## config.mk

```make
export PLATFORM = sky130hd
export DESIGN_NAME = ecd_top
export DESIGN_NICKNAME = d
export VERILOG_FILES = /design/src/ecd_pkg.sv /design/src/ecd_top.sv /design/src/ecd_word_mem.sv /design/src/ecd_cfg_decode.sv
export SDC_FILE = /design/constraint.sdc
export NUM_CORES = 1
export LEC_CHECK = 0
export BUFFER_PORTS_ARGS = -buffer_cell sky130_fd_sc_hd__buf_2
export CAP_MARGIN = 0
export CORE_MARGIN = 5
export CORE_UTILIZATION = 50
export DETAILED_ROUTE_END_ITERATION = 7
export PLACE_DENSITY = 0.68
export SYNTH_ARGS = -nofsm -noshare
export SYNTH_HDL_FRONTEND = slang
export SYNTH_SLANG_ARGS = --single-unit
```

## constraint.sdc

```tcl
create_clock -name sys_clk -period 4.76 [get_ports sys_clk]
set_input_delay 0.714 -clock sys_clk [delete_from_list [all_inputs] [get_ports sys_clk]]
set_output_delay 0.714 -clock sys_clk [all_outputs]
set_load 0.02 [all_outputs]
```

## src/ecd_pkg.sv

```systemverilog
// package: constants, types and register map of the configuration word decoder
package ecd_pkg;

	// ----------------------------------------------------------------
	// eeprom word layout
	// ----------------------------------------------------------------
	localparam logic [5:0] WORD_FIRST = 6'h00;
	localparam logic [5:0] WORD_LAST = 6'h06;
	localparam logic [5:0] WORD_CONFIG = 6'h06;
	localparam int CFG_ASYNC_BIT = 0;
	localparam int CFG_CLK_BIT = 1;
	localparam int CFG_D1_STATE_SUPPORTED_BIT = 9;
	localparam int CFG_D2_STATE_SUPPORTED_BIT = 10;
	localparam int CFG_WAKE_D1_BIT = 11;
	localparam int CFG_WAKE_D2_BIT = 12;
	localparam int CFG_SRST_BIT = 14;

	// ----------------------------------------------------------------
	// destination bit positions
	// ----------------------------------------------------------------
	localparam int CAP_ASYNC_BIT = 0;
	localparam int CAP_D1_STATE_SUPPORTED_BIT = 9;
	localparam int CAP_D2_STATE_SUPPORTED_BIT = 10;
	localparam int CAP_WAKE_D1_BIT = 12;
	localparam int CAP_WAKE_D2_BIT = 13;
	localparam int POWER_MGMT_CTRL_STATUS_SRST_BIT = 3;
	localparam int POWER_MGMT_CTRL_STATUS_WAKE_EN_BIT = 8;

	// ----------------------------------------------------------------
	// register map (word offsets on the plain port)
	// ----------------------------------------------------------------
	localparam logic [3:0] OFS_CAPABILITY = 4'h0;
	localparam logic [3:0] OFS_CTRL_STATUS = 4'h1;
	localparam logic [3:0] OFS_STATUS = 4'h2;
	localparam logic [3:0] OFS_MASK = 4'h3;
	localparam logic [3:0] OFS_CONTROL = 4'h4;
	localparam logic [3:0] OFS_WORD_BASE = 4'h8;
	localparam logic [15:0] CAPABILITY_RST = 16'h0000;
	localparam logic [15:0] CTRL_STATUS_RST = 16'h0000;
	localparam logic [3:0] MASK_RST = 4'h0;

	// status/mask bit positions
	localparam int EV_LOAD_DONE = 0;
	localparam int EV_SOFT_RESET = 1;
	localparam int EV_BUS_RESET = 2;
	localparam int EV_WAKE = 3;

	// ----------------------------------------------------------------
	// timing
	// ----------------------------------------------------------------
	localparam int CLK_HZ = 40000000;
	localparam int SOFT_RST_NS = 100;
	localparam int SOFT_RST_CYC = (SOFT_RST_NS * (CLK_HZ / 1000000) + 999) / 1000;

	// ----------------------------------------------------------------
	// types
	// ----------------------------------------------------------------
	typedef enum logic [1:0] {
		PS_D0 = 2'b00,
		PS_D1 = 2'b01,
		PS_D2 = 2'b10,
		PS_D3 = 2'b11
	} ecd_pstate_t;

	typedef enum logic [1:0] {
		LD_IDLE = 2'b00,
		LD_REQ = 2'b01,
		LD_WAIT = 2'b10,
		LD_DONE = 2'b11
	} ecd_load_t;

	typedef struct packed {
		logic wr;
		logic rd;
		logic [3:0] addr;
		logic [15:0] wdata;
	} ecd_bus_t;

	typedef struct packed {
		logic soft_reset_suppress;
		logic wake_in_d2_allow;
		logic wake_in_d1_allow;
		logic d2_state_supported;
		logic d1_state_supported;
		logic clk_slow;
		logic async_bus_width_select;
	} ecd_cfg_t;

endpackage : ecd_pkg

```

## src/ecd_top.sv

```systemverilog
// configuration word loader and power-management decoder
// Function
// - suppress bit one: D3_hot to D0 by software keeps context, no internal reset
// - suppress bit zero: D3_hot to D0 by software does internal reset
// - suppress bit copied into bit 3 of control/status register
// - bus reset in D3_hot returns D0 uninitialized, keeps only enabled wake context
// - word bit 12 with wake enable asserts wake in D2; copied to capability bit 13
// - word bit 11 with wake enable asserts wake in D1; copied to capability bit 12
// - word bit 10 (D2 supported) copied to capability bit 10
// - word bit 9 (D1 supported) copied to capability bit 9
// - word bit 1 picks clock rate: zero 125 MHz, one 25 MHz
// - after power-up run at 125 MHz; lower only via loaded bit
// - with eeprom present pin high, read words 0 to 6 after reset
// - the configuration word is eeprom word 6
// - word bit 0 selects async bus width, copied to capability bit 0
`timescale 1ns/1ps
`default_nettype none
module ecd_top #(
	parameter int SOFT_RST_CYCLES = ecd_pkg::SOFT_RST_CYC
) (
	// clock and reset
	input wire logic sys_clk,
	input wire logic reset,
	// eeprom word reader
	input wire logic eeprom_present_pin,
	output logic ee_rd_req,
	output logic [5:0] ee_rd_addr,
	input wire logic ee_rd_valid,
	input wire logic [15:0] ee_rd_data,
	// power management
	input wire logic bus_seg_reset,
	input wire logic wake_source,
	output logic wake_event,
	output logic soft_reset_out,
	output logic clk_rate_slow,
	output logic async_bus_16,
	output logic load_done,
	// register port
	input wire logic [3:0] reg_addr,
	input wire logic [15:0] reg_wdata,
	input wire logic reg_wr,
	input wire logic reg_rd,
	output logic [15:0] reg_rdata,
	// interrupt
	output logic irq
);

	// ----------------------------------------------------------------
	// pin synchroniser: three stages, change taken when 2 and 3 agree
	// ----------------------------------------------------------------
	logic [2:0] een_sync_ff;
	logic een_filt_ff;
	always_ff @(posedge sys_clk or posedge reset) begin
		if (reset) begin
			een_sync_ff <= 3'h0;
			een_filt_ff <= 1'b0;
		end else begin
			een_sync_ff <= {een_sync_ff[1:0], eeprom_present_pin};
			if (een_sync_ff[1] == een_sync_ff[2]) begin
				een_filt_ff <= een_sync_ff[2];
			end
		end
	end

	logic [2:0] wsrc_sync_ff;
	logic wsrc_filt_ff;
	always_ff @(posedge sys_clk or posedge reset) begin
		if (reset) begin
			wsrc_sync_ff <= 3'h0;
			wsrc_filt_ff <= 1'b0;
		end else begin
			wsrc_sync_ff <= {wsrc_sync_ff[1:0], wake_source};
			if (wsrc_sync_ff[1] == wsrc_sync_ff[2]) begin
				wsrc_filt_ff <= wsrc_sync_ff[2];
			end
		end
	end

	logic [2:0] bres_sync_ff;
	logic bres_filt_ff;
	always_ff @(posedge sys_clk or posedge reset) begin
		if (reset) begin
			bres_sync_ff <= 3'h0;
			bres_filt_ff <= 1'b0;
		end else begin
			bres_sync_ff <= {bres_sync_ff[1:0], bus_seg_reset};
			if (bres_sync_ff[1] == bres_sync_ff[2]) begin
				bres_filt_ff <= bres_sync_ff[2];
			end
		end
	end

	// ----------------------------------------------------------------
	// loader state machine
	// ----------------------------------------------------------------
	// the pin is sampled a few cycles after release so the filter has settled
	ecd_pkg::ecd_load_t ld_ff;
	ecd_pkg::ecd_load_t nxt_ld;
	logic [5:0] word_ff;
	logic [2:0] settle_ff;
	logic [15:0] cfg_word_ff;
	logic cfg_valid_ff;

	wire settled = (settle_ff == 3'h7);
	wire word_take = (ld_ff == ecd_pkg::LD_WAIT) && ee_rd_valid;
	wire last_word = (word_ff == ecd_pkg::WORD_LAST);

	always_comb begin
		nxt_ld = ld_ff;
		case (ld_ff)
			ecd_pkg::LD_IDLE: begin
				if (settled) begin
					nxt_ld = een_filt_ff ? ecd_pkg::LD_REQ : ecd_pkg::LD_DONE;
				end
			end
			ecd_pkg::LD_REQ: nxt_ld = ecd_pkg::LD_WAIT;
			ecd_pkg::LD_WAIT: begin
				if (ee_rd_valid) begin
					nxt_ld = last_word ? ecd_pkg::LD_DONE : ecd_pkg::LD_REQ;
				end
			end
			ecd_pkg::LD_DONE: nxt_ld = ecd_pkg::LD_DONE;
			default: nxt_ld = ecd_pkg::LD_IDLE;
		endcase
	end

	always_ff @(posedge sys_clk or posedge reset) begin
		if (reset) begin
			ld_ff <= ecd_pkg::LD_IDLE;
			word_ff <= ecd_pkg::WORD_FIRST;
			settle_ff <= 3'h0;
		end else begin
			ld_ff <= nxt_ld;
			if (!settled) begin
				settle_ff <= settle_ff + 3'h1;
			end
			if (word_take && !last_word) begin
				word_ff <= word_ff + 6'h01;
			end
		end
	end

	always_ff @(posedge sys_clk or posedge reset) begin
		if (reset) begin
			cfg_word_ff <= 16'h0000;
			cfg_valid_ff <= 1'b0;
		end else if (word_take && word_ff == ecd_pkg::WORD_CONFIG) begin
			cfg_word_ff <= ee_rd_data;
			cfg_valid_ff <= 1'b1;
		end
	end

	always_ff @(posedge sys_clk or posedge reset) begin
		if (reset) begin
			ee_rd_req <= 1'b0;
			ee_rd_addr <= 6'h00;
			load_done <= 1'b0;
		end else begin
			ee_rd_req <= (nxt_ld == ecd_pkg::LD_REQ);
			ee_rd_addr <= (word_take && !last_word) ? word_ff + 6'h01 : word_ff;
			load_done <= (nxt_ld == ecd_pkg::LD_DONE);
		end
	end

	// fetched words, readable by the host
	logic [15:0] mem_rdata;
	ecd_word_mem #(.DEPTH(8), .AW(3)) u_mem (
		.sys_clk(sys_clk),
		.wr_en(word_take),
		.wr_addr(word_ff[2:0]),
		.wr_data(ee_rd_data),
		.rd_addr(reg_addr[2:0]),
		.rd_data(mem_rdata)
	);

	ecd_pkg::ecd_cfg_t cfg;
	ecd_cfg_decode u_dec (
		.cfg_word(cfg_word_ff),
		.cfg(cfg)
	);

	// ----------------------------------------------------------------
	// power state and soft reset
	// ----------------------------------------------------------------
	logic [15:0] cap_ff;
	logic [15:0] power_mgmt_ctrl_status_ff;
	logic [3:0] mask_ff;
	logic [3:0] status_ff;
	logic [7:0] srst_cnt_ff;

	wire wr_cap = reg_wr && (reg_addr == ecd_pkg::OFS_CAPABILITY);
	wire wr_power_mgmt_ctrl_status = reg_wr && (reg_addr == ecd_pkg::OFS_CTRL_STATUS);
	wire wr_stat = reg_wr && (reg_addr == ecd_pkg::OFS_STATUS);
	wire wr_mask = reg_wr && (reg_addr == ecd_pkg::OFS_MASK);
	wire [1:0] cur_ps = power_mgmt_ctrl_status_ff[1:0];
	wire [1:0] new_ps = reg_wdata[1:0];
	wire wake_en = power_mgmt_ctrl_status_ff[ecd_pkg::POWER_MGMT_CTRL_STATUS_WAKE_EN_BIT];
	wire d3_to_d0 = wr_power_mgmt_ctrl_status && cur_ps == ecd_pkg::PS_D3 && new_ps == ecd_pkg::PS_D0;
	wire soft_rst_ev = d3_to_d0 && !cfg.soft_reset_suppress;
	wire bus_rst_ev = bres_filt_ff && cur_ps == ecd_pkg::PS_D3;
	wire [15:0] power_mgmt_ctrl_status_wr_val = {reg_wdata[15:4], cfg.soft_reset_suppress, reg_wdata[2:0]};
	// a bus reset clears all but the wake enable, and that only if wake is supported
	wire wake_sup = cap_ff[ecd_pkg::CAP_WAKE_D1_BIT] | cap_ff[ecd_pkg::CAP_WAKE_D2_BIT];
	wire [15:0] keep_wake = {7'h00, wake_en & wake_sup, 8'h00};
	wire wake_now = wake_en && wsrc_filt_ff
		&& ((cur_ps == ecd_pkg::PS_D2 && cap_ff[ecd_pkg::CAP_WAKE_D2_BIT])
		|| (cur_ps == ecd_pkg::PS_D1 && cap_ff[ecd_pkg::CAP_WAKE_D1_BIT]));

	always_ff @(posedge sys_clk or posedge reset) begin
		if (reset) begin
			power_mgmt_ctrl_status_ff <= ecd_pkg::CTRL_STATUS_RST;
		end else if (bus_rst_ev) begin
			power_mgmt_ctrl_status_ff <= keep_wake;
		end else if (soft_rst_ev) begin
			power_mgmt_ctrl_status_ff <= {12'h000, cfg.soft_reset_suppress, 3'h0};
		end else if (wr_power_mgmt_ctrl_status) begin
			power_mgmt_ctrl_status_ff <= power_mgmt_ctrl_status_wr_val;
		end else if (cfg_valid_ff) begin
			power_mgmt_ctrl_status_ff[ecd_pkg::POWER_MGMT_CTRL_STATUS_SRST_BIT] <= cfg.soft_reset_suppress;
		end
	end

	// capability register: loaded from the word, software cannot change loaded bits
	wire [15:0] cap_load = {2'h0, cfg.wake_in_d2_allow, cfg.wake_in_d1_allow,
		1'b0, cfg.d2_state_supported, cfg.d1_state_supported, 8'h00,
		cfg.async_bus_width_select};

	always_ff @(posedge sys_clk or posedge reset) begin
		if (reset) begin
			cap_ff <= ecd_pkg::CAPABILITY_RST;
		end else begin
			cap_ff <= cap_load;
		end
	end

	always_ff @(posedge sys_clk or posedge reset) begin
		if (reset) begin
			srst_cnt_ff <= 8'h00;
		end else if (soft_rst_ev) begin
			srst_cnt_ff <= 8'(SOFT_RST_CYCLES);
		end else if (srst_cnt_ff != 8'h00) begin
			srst_cnt_ff <= srst_cnt_ff - 8'h01;
		end
	end

	// ----------------------------------------------------------------
	// interrupt status: set wins over write-one-to-clear
	// ----------------------------------------------------------------
	wire [3:0] ev_vec = {wake_now, bus_rst_ev, soft_rst_ev, load_done & ~status_ff[0]};
	logic load_seen_ff;
	wire [3:0] ev_set = {ev_vec[3:1], ev_vec[0] & ~load_seen_ff};
	wire [3:0] stat_clr = wr_stat ? reg_wdata[3:0] : 4'h0;

	always_ff @(posedge sys_clk or posedge reset) begin
		if (reset) begin
			status_ff <= 4'h0;
			mask_ff <= ecd_pkg::MASK_RST;
			load_seen_ff <= 1'b0;
			irq <= 1'b0;
		end else begin
			status_ff <= (status_ff & ~stat_clr) | ev_set;
			if (wr_mask) begin
				mask_ff <= reg_wdata[3:0];
			end
			load_seen_ff <= load_seen_ff | load_done;
			irq <= |(((status_ff & ~stat_clr) | ev_set) & mask_ff);
		end
	end

	// ----------------------------------------------------------------
	// outputs
	// ----------------------------------------------------------------
	always_ff @(posedge sys_clk or posedge reset) begin
		if (reset) begin
			wake_event <= 1'b0;
			soft_reset_out <= 1'b0;
			clk_rate_slow <= 1'b0;
			async_bus_16 <= 1'b0;
		end else begin
			wake_event <= wake_now;
			soft_reset_out <= soft_rst_ev || (srst_cnt_ff > 8'h01);
			clk_rate_slow <= cfg.clk_slow;
			async_bus_16 <= cfg.async_bus_width_select;
		end
	end

	// ----------------------------------------------------------------
	// register read, data one cycle after the strobe
	// ----------------------------------------------------------------
	logic rd_mem_ff;
	logic [15:0] rd_reg_ff;
	wire [15:0] rd_mux = (reg_addr == ecd_pkg::OFS_CAPABILITY) ? cap_ff :
		(reg_addr == ecd_pkg::OFS_CTRL_STATUS) ? power_mgmt_ctrl_status_ff :
		(reg_addr == ecd_pkg::OFS_STATUS) ? {12'h000, status_ff} :
		(reg_addr == ecd_pkg::OFS_MASK) ? {12'h000, mask_ff} :
		(reg_addr == ecd_pkg::OFS_CONTROL) ? {15'h0000, load_done} : 16'h0000;

	always_ff @(posedge sys_clk or posedge reset) begin
		if (reset) begin
			rd_mem_ff <= 1'b0;
			rd_reg_ff <= 16'h0000;
		end else begin
			rd_mem_ff <= reg_rd && reg_addr[3];
			rd_reg_ff <= reg_rd ? rd_mux : 16'h0000;
		end
	end

	// memory read data is already registered, so only a select follows
	assign reg_rdata = rd_mem_ff ? mem_rdata : rd_reg_ff;

	logic unused_ok;
	// the capability offset is read-only, so its write decode goes nowhere
	assign unused_ok = &{1'b0, wr_cap};

endmodule : ecd_top
`default_nettype wire

```

## src/ecd_word_mem.sv

```systemverilog
// eight-word store of the words fetched at reset, registered read port
`timescale 1ns/1ps
`default_nettype none
module ecd_word_mem #(
	parameter int DEPTH = 8,
	parameter int AW = 3
) (
	// clock
	input wire logic sys_clk,
	// write side
	input wire logic wr_en,
	input wire logic [AW-1:0] wr_addr,
	input wire logic [15:0] wr_data,
	// read side
	input wire logic [AW-1:0] rd_addr,
	output logic [15:0] rd_data
);

	logic [15:0] mem_ff [DEPTH];

	always_ff @(posedge sys_clk) begin
		if (wr_en) begin
			mem_ff[wr_addr] <= wr_data;
		end
		rd_data <= mem_ff[rd_addr];
	end

endmodule : ecd_word_mem
`default_nettype wire

```

## src/ecd_cfg_decode.sv

```systemverilog
// pure decode of the configuration word into its used fields
`timescale 1ns/1ps
`default_nettype none
module ecd_cfg_decode (
	// word in
	input wire logic [15:0] cfg_word,
	// fields out
	output ecd_pkg::ecd_cfg_t cfg
);

	// reserved bits 15, 13 and 8..2 are never looked at
	assign cfg.soft_reset_suppress = cfg_word[ecd_pkg::CFG_SRST_BIT];
	assign cfg.wake_in_d2_allow = cfg_word[ecd_pkg::CFG_WAKE_D2_BIT];
	assign cfg.wake_in_d1_allow = cfg_word[ecd_pkg::CFG_WAKE_D1_BIT];
	assign cfg.d2_state_supported = cfg_word[ecd_pkg::CFG_D2_STATE_SUPPORTED_BIT];
	assign cfg.d1_state_supported = cfg_word[ecd_pkg::CFG_D1_STATE_SUPPORTED_BIT];
	assign cfg.clk_slow = cfg_word[ecd_pkg::CFG_CLK_BIT];
	assign cfg.async_bus_width_select = cfg_word[ecd_pkg::CFG_ASYNC_BIT];

endmodule : ecd_cfg_decode
`default_nettype wire

```

; Word-level counts from Yosys, hierarchy flattened
; Memory sizes are Yosys's and may differ from the RTL's. A register that Yosys moved wholly into a read port is not among the register bits.
; Index checks and enable logic that the tools add are counted.
[totals]
regBits = 101
n_memories = 1
mem_bits_rw = 128
output_inout_bits = 29
inputBits = 44
word_cells = 111
[op_classes]
order_cmp = 1
reduce_logical = 27
muxes = 24
add_sub_neg = 3
eq_ne = 17
n_bitwise = 11
[memory_table]
columns = name, depth, word_bits, rd, rd_clocked_by_memory_dff, write_ports, line
row1 = u_mem.mem_ff, 8, 16, 1, 1, 1, ecd_word_mem.sv:19  ; logic [15:0] mem_ff [DEPTH];
[op_table]
columns = op, count
row1 = 16-bit 2-to-1 mux, 6
row2 = 8-bit 2-to-1 mux, 2
row3 = 1-bit logical AND, 15
row4 = 12-bit 2-to-1 mux, 1
row5 = 4-bit 2-to-1 mux, 3
row6 = 2-bit == test (second input constant), 5
row7 = 4-bit AND, 2
row8 = 4-bit by 2-bit == test with 1-bit output (second input constant), 2
row9 = 8-bit by 1-bit greater-than comparator with 1-bit output (second input constant), 1
row10 = 2-bit 2-to-1 mux, 4
row11 = 2-bit one-hot mux with 4 select lines, 1
row12 = 8-bit nonzero test, 1
row13 = 8-bit by 1-bit subtractor with 8-bit output (second input constant), 1
row14 = 6-bit by 1-bit adder with 6-bit output (second input constant), 1
row15 = 2-bit by 1-bit == test with 1-bit output (second input constant), 3
row16 = 6-bit by 3-bit == test with 1-bit output (second input constant), 1
row17 = 6-bit 2-to-1 mux, 1
row18 = 1-bit 2-to-1 mux, 5
row19 = 4-bit by 1-bit == test with 1-bit output (second input constant), 1
row20 = 4-bit by 3-bit == test with 1-bit output (second input constant), 1
row21 = 2-bit logical NOT, 2
row22 = 4-bit logical NOT, 1
row23 = 4-bit inverter, 1
row24 = 4-bit bitwise OR, 1
row25 = other kinds (13), 21

; Depth between registers and ports, before layout
; Gate-level depths: netlist of the first run.
[depth]
ltp_word = 8
ltp_mapped = 6
ltp_nobuf = 6

; Cells and area by module
; A second synthesis of the first run with hierarchy kept.
[hier_totals]
hier_cells = 544
area_unflattened_um2 = 9569.2
[by_module_without_submodules]
columns = mod, cells_each, instances, seq_area_each_um2, area_each_um2
row1 = ecd_word_mem, 214, 1, 4164.0, 5293.8
row2 = ecd_top, 323, 1, 2527.4, 4222.8
row3 = ecd_cfg_decode, 7, 1, 0.0, 52.6

; Least setup slack after synthesis of the first run
; OpenSTA, ideal clock, no wires.
[synth_path]
kind = input port to flip-flop
from = input ee_rd_valid
to = memory u_mem.mem_ff[0][0], enable pin
setup_slack_ns = 1.865
required_ns = 4.330
n_path_buf = 0
arrival_time_ns = 2.464
cell_stages = 2
setup_ns = 0.430
cell_sequence = nand3b_1 > nor4_1
[synth_between]
elab_chain_cells = 3
[synth_rtl]
columns = item, line
row1 = start: declaration, ecd_top.sv:28  ; input wire logic ee_rd_valid,
row2 = 1-bit logical AND, ecd_top.sv:105  ; wire word_take = (ld_ff == ecd_pkg::LD_WAIT) && ee_rd_valid;
row3 = 1-bit 2-to-1 mux, ecd_word_mem.sv:22  ; if (wr_en) begin
row4 = 1-bit 2-to-1 mux (implied by the code), ecd_word_mem.sv:23  ; mem_ff[wr_addr] <= wr_data;
row5 = end: declaration, ecd_word_mem.sv:19
; No other way between the ends.

; Worst setup path in the final report of the first run
[layout_path]
from = register rd_mem_ff
to = output reg_rdata[4]
[layout_between]
elab_chain_cells = 1
[layout_rtl]
columns = item, line
row1 = start: declaration, ecd_top.sv:290  ; logic rd_mem_ff;
row2 = start signal: assignment, ecd_top.sv:303  ; rd_mem_ff <= reg_rd && reg_addr[3];
row3 = 16-bit 2-to-1 mux, ecd_top.sv:309  ; assign reg_rdata = rd_mem_ff ? mem_rdata : rd_reg_ff;
row4 = end: declaration, ecd_top.sv:43  ; output logic [15:0] reg_rdata,
; No other way between the ends.

==> flow_metrics.py, run 1 <==
metrics = {
    "worst_setup_path": {
        "critPathSlowestCell": "dfrtp_1",
        "max_stage_delay_ps": 810,
        "crit_chain": "mux2_2, buf_2",
        "cp_max_fo": 16,
        "end_kind": "primary output",
        "critPathTopFamily": "flip-flops",
        "arrival_ps": 1950,
        "critPathBufInv": 1,
        "criticalPathCategory": "flop to primary output",
        "start_kind": "flop",
        "worstPathRequired_ps": 4050,
    },
    "power": {
        "leakagePower_nw": 4.271,
        "max-vdd-ir-drop_mv": 0.2786,
        "power.density_mw_per_mm2": 438.4,
    },
    "run": {
        "cap_violations": 0,
    },
    "clocking": {
        "path_clk_slew_ps": 60,
        "cts.sinks": 236,
        "cts_buffer_depth": 3,
        "cts-htree-levels": 1,
        "clk_latency_ps": 520,
        "cts_tree": "done",
        "root_buffer": "clkbuf_16",
        "cts_buffers": 25,
        "post-cts-setup-buffers": 0,
        "post_cts_resized": 0,
        "cts_hold_buffers": 0,
    },
    "die": {
        "ios": 73,
        "dieArea_sq_mm": 0.02121,
        "start_util_pct": 51.04,
        "rows": 49,
        "die_w_microns": 145.6,
        "core_sq_mm": 0.01802,
        "die_y_microns": 145.6,
    },
    "timing": {
        "slew_headroom_pct": 26.55,
        "slew_viol_final": 0,
        "post-route-min-period_ps": 2664,
        "rsz0062_at_grt": "false",
        "tns_ps": 0,
        "clock.fmax_mhz": 375.4,
        "clock_skew_ps": 10.35,
        "timing.hold.ws_ps": 296.1,
        "hold_viol": 0,
        "finalSetupViolCount": 0,
        "fin_crit_sh_pct": 55.96,
        "tightest_slew_ps": 1098,
    },
    "layout": {
        "fillers": 1383,
        "layout_common_cells": "edfxtp_1 (128), dfrtp_1 (92), buf_2 (72), mux2_2 (46), nor2_1 (27)",
        "mostFrequentLayoutCell": "edfxtp_1",
        "num_antenna_cells": 0,
        "fin_cells": 851,
        "final_util_pct": 58.95,
        "drive_gt1_share_pct": 31.03,
        "syn2layout_area_growth_pct": 15.50,
        "nets": 655,
    },
    "logic_synthesis": {
        "syn_area_sq_mm": 0.009200,
        "synth_seq_area_share_pct": 70.28,
        "syn_nets": 570,
        "yosys_register_bits": 236,
        "syn_area_per_cell_sq_um": 17.73,
        "yosysUniqueCellTypes": 57,
        "postSynthCellCount": 519,
        "synth_edf_count": 128,
        "synth_warnings": 0,
        "ys.flop_type": "edfxtp_1",
        "async_flop_share_pct": 38.98,
    },
    "global_route": {
        "grt.total_usage_pct": 17.33,
        "grt_pass1_vias": 5201,
        "overflow": 0,
        "grt_antenna_before_repair": 1,
        "grt_pass1_wl_microns": 29100,
        "grt_max_degree": 55,
    },
    "detailed_routing": {
        "drtAntennaViolNets": 0,
        "first_iter_violations": 296,
        "vias_per_cell": 5.693,
        "wl_per_cell_microns": 21.43,
        "vias": 4845,
        "drc": 0,
        "wl_microns": 18230,
        "first_pass_iters": 4,
    },
    "worst_hold_path": {
        "worst_hold_path_type": "primary input to asynchronous set/reset pin",
    },
    "placement": {
        "routabilityCongestion": 0.8711,
        "port_buffers": 72,
        "dp.cells": 806,
        "hpwl_microns": 11460,
    },
    "outcome": {
        "status": "finished clean",
    },
}
[report_power, final]
part           switching [mW]  leakage (nW)  internal, mW
Sequential              0.103          2.44          2.28
Clock                   0.760         0.404          1.13
Combinational           0.200          1.43         0.187
[Yosys cell counts (5+ instances only)]
cell	number	area (sq um)
dfxtp_1	16	320.3
mux2i_1	11	110.1
mux4_1	23	604.3
buf_2	6	30.03
and2_1	11	68.82
xnor2_1	5	43.79
inv_1	14	52.55
nor3_1	9	45.04
mux2_2	46	518.0
a31oi_1	5	31.28
mux4_2	9	202.7
a21oi_1	11	55.05
edfxtp_1	128	3844
a22o_1	13	113.9
dfrtp_1	92	2302
o21ai_0	5	25.02
nand2_1	7	26.28
ha_1	7	87.58
nor2_1	29	108.9
nand2b_1	6	37.54
[worst paths after layout]
check                           cells after the start                            end  slack [ps]                 startpoint
min in group sys_clk                                1      bres_sync_ff[0]$_DFF_PP0_         300              bus_seg_reset
worst min-delay path                                2       settle_ff[0]$_DFFE_PP0N_         300                      reset
worst max-delay path                                2                   reg_rdata[4]        2100        rd_mem_ff$_DFF_PP0_
max in group asynchronous                           3         status_ff[2]$_DFF_PP0_        3500                      reset
worst min register to register                      0      wsrc_sync_ff[1]$_DFF_PP0_         350  wsrc_sync_ff[0]$_DFF_PP0_
worst max register to register                      2  u_mem.mem_ff[5][11]$_DFFE_PP_        2480  ee_rd_addr[0]$_DFFE_PP0P_
[kinds of logic after synthesis]
logic type / count (synthesis) / synth area share (%)
fa+ha+maj: 10 / 1.278
buf+inv: 32 / 1.877
xor+xnor: 9 / 0.8567
simple gates: 98 / 6.705
mux: 89 / 15.60
flops: 236 / 70.28
compound gates: 45 / 3.400
[final cells by class]
class	instances	area, sq um	share of cell area (%)
repair buffers	76	390.4	3.674
clock inverters	14	122.6	1.154
clock buffers	31	688.2	6.476
flip-flops and latches	236	6466	60.85
inverters	14	55.05	0.5181
multi-input cells	251	2618	24.63
well taps	229	286.5	2.696
[routing by layer]
metal / part of all wire (%) / track usage, % / vias up
li1: - / - / 2172
met1: 44 / 24.83 / 2504
met2: 48 / 27.47 / 134
met3: 5.7 / 3.457 / 33
met4: 2.0 / 4.711 / 2
met5: 0.038 / 0 / -
[flip-flops by register name, indices dropped and copies added, names as in the netlist, 5 cells and up]
name                       count
cap_ff                         5
ee_rd_addr                     6
rd_reg_ff                     16
cfg_word_ff                    7
srst_cnt_ff                    8
u_mem.mem_ff                 128
u_mem.rd_data                 16
power_mgmt_ctrl_status_ff     16
[through the flow]
| step | setup slack (ps) | area (sq um) | power (mW) |
|---|---|---|---|
| CTS | 2079 | 10630 | 4.710 |
| finish | 2096 | 10630 | 4.659 |
| detailed placement | 1871 | 9816 | 2.807 |
| global placement | 1893 | 9816 | 2.776 |
| global route | 2036 | 10630 | 4.853 |
| floorplan | 1654 | 9200 | 2.674 |
Note: power is estimated with default switching activity, not from simulation.
==> run 2: changes to the inputs <==
--- a/config.mk
+++ b/config.mk
@@ -5,6 +5,7 @@
 export SDC_FILE = /design/constraint.sdc
 export NUM_CORES = 1
 export LEC_CHECK = 0
+export ABC_AREA = 1
 export BUFFER_PORTS_ARGS = -buffer_cell sky130_fd_sc_hd__buf_2
 export CAP_MARGIN = 0
 export CORE_MARGIN = 5
==> constraint.sdc (replaced) <==
create_clock -name sys_clk -period 2.5 [get_ports sys_clk]
set_input_delay 0.375 -clock sys_clk [delete_from_list [all_inputs] [get_ports sys_clk]]
set_output_delay 0.375 -clock sys_clk [all_outputs]
set_load 0.02 [all_outputs]
==> flow_metrics.py, run 2 <==
metrics = {
    "timing": {
        "fin_crit_sh_pct": 87.86,
        "post-route-min-period_ps": 2197,
        "slew_viol_final": 0,
        "clock_skew_ps": 8.382,
        "hold_viol": 2,
        "timing.hold.ws_ps": -1.384,
        "tns_ps": 0,
        "clock.fmax_mhz": 455.3,
        "finalSetupViolCount": 0,
        "rsz0062_at_grt": "false",
        "slew_headroom_pct": 65.39,
        "tightest_slew_ps": 518.0,
    },
    "detailed_routing": {
        "drtAntennaViolNets": 0,
        "vias": 5811,
        "wl_per_cell_microns": 16.94,
        "drc": 0,
        "vias_per_cell": 5.120,
        "first_iter_violations": 427,
        "first_pass_iters": 4,
        "wl_microns": 19230,
    },
    "placement": {
        "hpwl_microns": 12390,
        "port_buffers": 72,
        "routabilityCongestion": 0.8626,
    },
    "worst_setup_path": {
        "cp_max_fo": 11,
        "criticalPathCategory": "flop to primary output",
        "arrival_ps": 1820,
        "end_kind": "primary output",
        "worstPathRequired_ps": 2120,
        "ff2ff_setup_slack_ps": 640,
        "start_kind": "flop",
    },
    "clocking": {
        "path_clk_slew_ps": 60,
        "root_buffer": "clkbuf_16",
        "cts.sinks": 236,
        "clk_latency_ps": 500,
        "cts-htree-levels": 1,
        "cts_tree": "done",
        "cts_buffer_depth": 3,
        "cts_buffers": 24,
    },
    "global_route": {
        "use_met3_pct": 2.990,
        "grt_antenna_before_repair": 0,
        "grt_pass1_wl_microns": 30460,
        "overflow": 0,
        "met2_usage_pct": 29.64,
        "grt.total_usage_pct": 18.86,
        "grt_max_degree": 93,
        "top_usage_layer": "met2",
        "grt_pass1_vias": 5819,
        "globalRouteMet1Util_pct": 27.28,
    },
    "logic_synthesis": {
        "synth_common_cells": "nand2_1 (255), edfxtp_1 (128), dfrtp_1 (92)",
        "syn_nets": 842,
        "syn_area_per_cell_sq_um": 11.49,
        "synth_edf_count": 128,
        "syn_area_sq_mm": 0.009085,
        "ys.flop_type": "edfxtp_1",
        "synth_area_leader_cell": "edfxtp_1",
        "async_flop_share_pct": 38.98,
        "postSynthCellCount": 791,
        "synth_warnings": 0,
        "yosys_register_bits": 236,
        "synth_seq_area_share_pct": 71.17,
        "synth_top_cell_area_share_pct": 42.31,
        "yosysUniqueCellTypes": 33,
        "yosys.cell_count.top_type": "nand2_1",
        "synth.area.top_cells": "edfxtp_1 (42%), dfrtp_1 (25%), nand2_1 (11%)",
    },
    "outcome": {
        "status": "finished with violations",
        "violations": "hold timing",
    },
    "power": {
        "power_mw": 8.450,
        "power.density_mw_per_mm2": 794.5,
        "leakagePower_nw": 4.708,
        "max-vdd-ir-drop_mv": 0.5478,
    },
    "layout": {
        "layout_common_cells": "nand2_1 (255), edfxtp_1 (128), dfrtp_1 (92), inv_1 (77), buf_2 (72)",
        "syn2layout_area_growth_pct": 17.08,
        "largest_register_ffs": 128,
        "final_util_pct": 59.41,
        "nets": 939,
        "drive_gt1_share_pct": 17.33,
        "mostFrequentLayoutCell": "nand2_1",
        "fillers": 1464,
        "top_register": "u_mem.mem_ff",
        "num_antenna_cells": 0,
    },
    "die": {
        "die_w_microns": 144.8,
        "dieArea_sq_mm": 0.02097,
        "die_y_microns": 144.8,
        "ios": 73,
        "start_util_pct": 50.75,
        "core_sq_mm": 0.01790,
        "rows": 49,
    },
    "run": {
        "cap_violations": 0,
    },
    "worst_hold_path": {
        "worst_hold_path_type": "primary input to asynchronous set/reset pin",
    },
}
## run 2: cell count changes in the layout (fill, tap and decap cells not counted), sizes merged, moves of 14 or more
cell   before  now
mux4       32    0
o21ai       5   19
mux2       46   17
nand2       7  257
inv        15   80
nand4       3   35
nand3       5   29
## run 2: area by class of cell
type                       count  area (sq um)  area share, %
sequential                   236          6466          60.79
multi-input combinational    453          2231          20.97
clock buffer                  37         730.7          6.870
timing repair buffer          92         530.5          4.988
inverter                      81         307.8          2.894
tap                          229         286.5          2.694
clock inverter                 7         83.83         0.7881
## run 2: power by group
part	internal, mW	switching [mW]
Combinational	0.184	0.341
Sequential	4.26	0.0776
Clock	2.21	1.38
Total	6.66	1.80
## run 2: kinds of logic (layout without fill, tap and decap cells)
family,after synthesis,after routing,synth area share [%]
AOI/OAI and AO/OA,52,52,3.292
xor gates and xnor gates,9,9,0.8677
adders and majority gates,10,10,1.295
buffers and inverters,102,217,4.352
DFF,236,236,71.17
muxes,17,17,2.107
and+or+nand+nor,365,365,16.91
## run 2: stage by stage
stage	std cells	setup WS (ps)	instance area [sq um]	hold slack [ps]
2_1_floorplan	791	62.51	9089	331.2
3_3_place_gp	1088	619.6	9792	331.9
3_5_place_dp	1088	557.4	9792	337.1
4_1_cts	1135	275.9	10640	34.87
5_1_grt	1135	232.1	10640	46.66
6_report	1135	303.4	10640	-1.384
## run 2: what timing repair did
item | CTS | global route
hold endpoints to repair | 3 | 0
hold buffers | 3 | 0
setup buffers | 0 | 0
resized for setup | 0 | 0
## run 2: final timing paths
| check | startpoint | end | cells past startpoint |
|---|---|---|---|
| worst min register to register | wsrc_sync_ff[0]$_DFF_PP0_ | wsrc_sync_ff[1]$_DFF_PP0_ | 0 |
| worst max register to register | ld_ff[0]$_DFF_PP0_ | u_mem.mem_ff[6][4]$_DFFE_PP_ | 6 |
| max in group asynchronous | reset | power_mgmt_ctrl_status_ff[4]$_DFFE_PP0P_ | 3 |
| worst max-delay path | rd_mem_ff$_DFF_PP0_ | reg_rdata[0] | 3 |
| worst min-delay path | reset | bres_sync_ff[1]$_DFF_PP0_ | 3 |
| min in group sys_clk | reg_wdata[3] | mask_ff[3]$_DFFE_PP0P_ | 2 |
## run 2: per-layer routing
metal  part of all wire [%]  vias up
met5                      0        -
met3                    5.9       30
met1                     45     2787
li1                       -     2837
met4                    2.0        0
met2                     47      157
## run 2: critical path, stage by stage, from the launching register on
cell and delay [ps]:
dfrtp_1 530, buf_4 260, mux2_2 370, buf_2 160
==> run 3: changes to the inputs <==
--- a/config.mk
+++ b/config.mk
@@ -11,6 +11,7 @@
 export CORE_MARGIN = 5
 export CORE_UTILIZATION = 50
 export DETAILED_ROUTE_END_ITERATION = 7
+export HOLD_SLACK_MARGIN = 0.1
 export PLACE_DENSITY = 0.68
 export SYNTH_ARGS = -nofsm -noshare
 export SYNTH_HDL_FRONTEND = slang
==> flow_metrics.py, run 3 (synthesized netlist as in run 2, its figures left out) <==
metrics = {
    "timing": {
        "slew_viol_final": 0,
        "clock_skew_ps": 9.774,
        "setup_ws_ps": 303.4,
        "tightest_slew_ps": 517.4,
        "clock.fmax_mhz": 455.3,
        "post-route-min-period_ps": 2197,
        "hold_viol": 0,
        "fin_crit_sh_pct": 87.86,
        "finalSetupViolCount": 0,
        "slew_headroom_pct": 65.42,
        "tns_ps": 0,
        "rsz0062_at_grt": "false",
    },
    "global_route": {
        "overflow": 0,
        "grt.total_usage_pct": 18.89,
        "grt_pass1_wl_microns": 30520,
        "grt_max_degree": 93,
        "grt_antenna_before_repair": 0,
        "grt_pass1_vias": 5835,
    },
    "clocking": {
        "cts_buffers": 24,
        "cts.sinks": 236,
        "post_cts_resized": 0,
        "clk_latency_ps": 500,
        "path_clk_slew_ps": 60,
        "cts-htree-levels": 1,
        "root_buffer": "clkbuf_16",
        "cts_buffer_depth": 3,
        "cts_tree": "done",
    },
    "power": {
        "power.density_mw_per_mm2": 793.8,
        "switching_share_pct": 21.30,
        "power_mw": 8.459,
        "intPower_mw": 6.658,
        "p_seq_share_pct": 51.3,
        "pwr-share-clk_pct": 42.5,
        "combPwrFrac_pct": 6.2,
        "leakagePower_nw": 4.717,
        "p_switching_mw": 1.802,
        "max-vdd-ir-drop_mv": 0.5489,
    },
    "worst_setup_path": {
        "criticalPathCategory": "flop to primary output",
        "worstPathRequired_ps": 2120,
        "rr_worst_depth": 6,
        "startpoint": "rd_mem_ff$_DFF_PP0_",
        "endpoint": "reg_rdata[0]",
        "start_kind": "flop",
        "ff2ff_setup_slack_ps": 650,
        "arrival_ps": 1820,
        "rr_startpoint": "ld_ff[0]$_DFF_PP0_",
        "cp_max_fo": 11,
        "timing.rr.end": "u_mem.mem_ff[6][8]$_DFFE_PP_",
        "end_kind": "primary output",
    },
    "layout": {
        "top_register": "u_mem.mem_ff",
        "layout_common_cells": "nand2_1 (255), edfxtp_1 (128), dfrtp_1 (92), inv_1 (77), buf_2 (72)",
        "syn2layout_area_growth_pct": 17.30,
        "final-seq-area_sq_mm": 0.006466,
        "drive_gt1_share_pct": 17.29,
        "nets": 941,
        "num_antenna_cells": 0,
        "fillers": 1462,
        "final_util_pct": 59.53,
        "mostFrequentLayoutCell": "nand2_1",
        "final_area_sq_mm": 0.01066,
        "multiInputGateArea_sq_mm": 0.002231,
        "largest_register_ffs": 128,
    },
    "detailed_routing": {
        "wl_microns": 19320,
        "first_pass_iters": 5,
        "vias": 5846,
        "drtAntennaViolNets": 0,
        "wl_per_cell_microns": 16.99,
        "drc": 0,
        "vias_per_cell": 5.142,
        "first_iter_violations": 420,
    },
    "placement": {
        "port_buffers": 72,
        "routabilityCongestion": 0.8626,
        "hpwl_microns": 12390,
        "place_ws_ps": 557.4,
        "dpl_cell_area_sq_mm": 0.009792,
    },
    "die": {
        "die_y_microns": 144.8,
        "die_w_microns": 144.8,
        "core_sq_mm": 0.01790,
        "dieArea_sq_mm": 0.02097,
        "rows": 49,
        "ios": 73,
        "start_util_pct": 50.75,
    },
    "worst_hold_path": {
        "worst_hold_path_type": "primary input to flop",
    },
    "outcome": {
        "status": "finished clean",
    },
    "run": {
        "cap_violations": 0,
    },
}
## run 3: changes by cell type in the layout (fill, tap and decap cells not counted)
cell | previous run | this run
dlygate4sd3_1 | 3 | 5
## run 3: worst min-delay path by stage
stage,slack [ps],cells past startpoint,startpoint,to
3_3_place_gp,330,0,bres_sync_ff[0]$_DFF_PP0_,bres_sync_ff[1]$_DFF_PP0_
4_1_cts,120,3,reg_wdata[5],power_mgmt_ctrl_status_ff[5]$_DFFE_PP0P_
6_report,140,3,reg_wdata[11],power_mgmt_ctrl_status_ff[11]$_DFFE_PP0P_
3_5_place_dp,340,0,wsrc_sync_ff[0]$_DFF_PP0_,wsrc_sync_ff[1]$_DFF_PP0_
2_1_floorplan,330,0,bres_sync_ff[0]$_DFF_PP0_,bres_sync_ff[1]$_DFF_PP0_
5_1_grt,140,3,reg_wdata[11],power_mgmt_ctrl_status_ff[11]$_DFFE_PP0P_
## run 3: area by class of cell
| type | count | share of cell area [%] |
|---|---|---|
| repair buffers | 94 | 5.166 |
| well taps | 229 | 2.689 |
| flip-flops and latches | 236 | 60.68 |
| inverters | 81 | 2.888 |
| clock buffers | 37 | 6.857 |
| clock inverters | 7 | 0.7867 |
| multi-input cells | 453 | 20.93 |
## run 3: through the flow
step           std cells  hold WS [ps]
2_1_floorplan        791         331.2
3_3_place_gp        1088         331.9
3_5_place_dp        1088         337.1
4_1_cts             1137         123.0
5_1_grt             1137         138.8
6_report            1137         139.9
## run 3: critical path, stage by stage (launching register included)
cell and delay (ps):
dfrtp_1 530, buf_4 260, mux2_2 370, buf_2 160
## run 3: power by group through the flow
stage,clock network [mW],registers (mW),logic (mW)
after floorplan,0,4.39,0.335
after detailed placement,0,4.41,0.520
after global routing,3.85,4.35,0.596
final,3.59,4.34,0.528
after global placement,0,4.41,0.510
after CTS,3.67,4.34,0.533
## run 3: layer usage
layer  vias up  share of wire, %  routed length, microns  global-route usage, %
met5         -                 0                       0                      0
met1      2800                45                    8725                  27.31
met2       174                47                    9017                  29.71
met4         0               2.2                     423                  5.940
met3        34               6.0                    1154                  2.990
li1       2838                 -                       -                      -
## run 3: timing repair
item,4_1_cts,5_1_grt
hold endpoints to repair,96,0
hold buffers,5,0
setup buffers,0,0
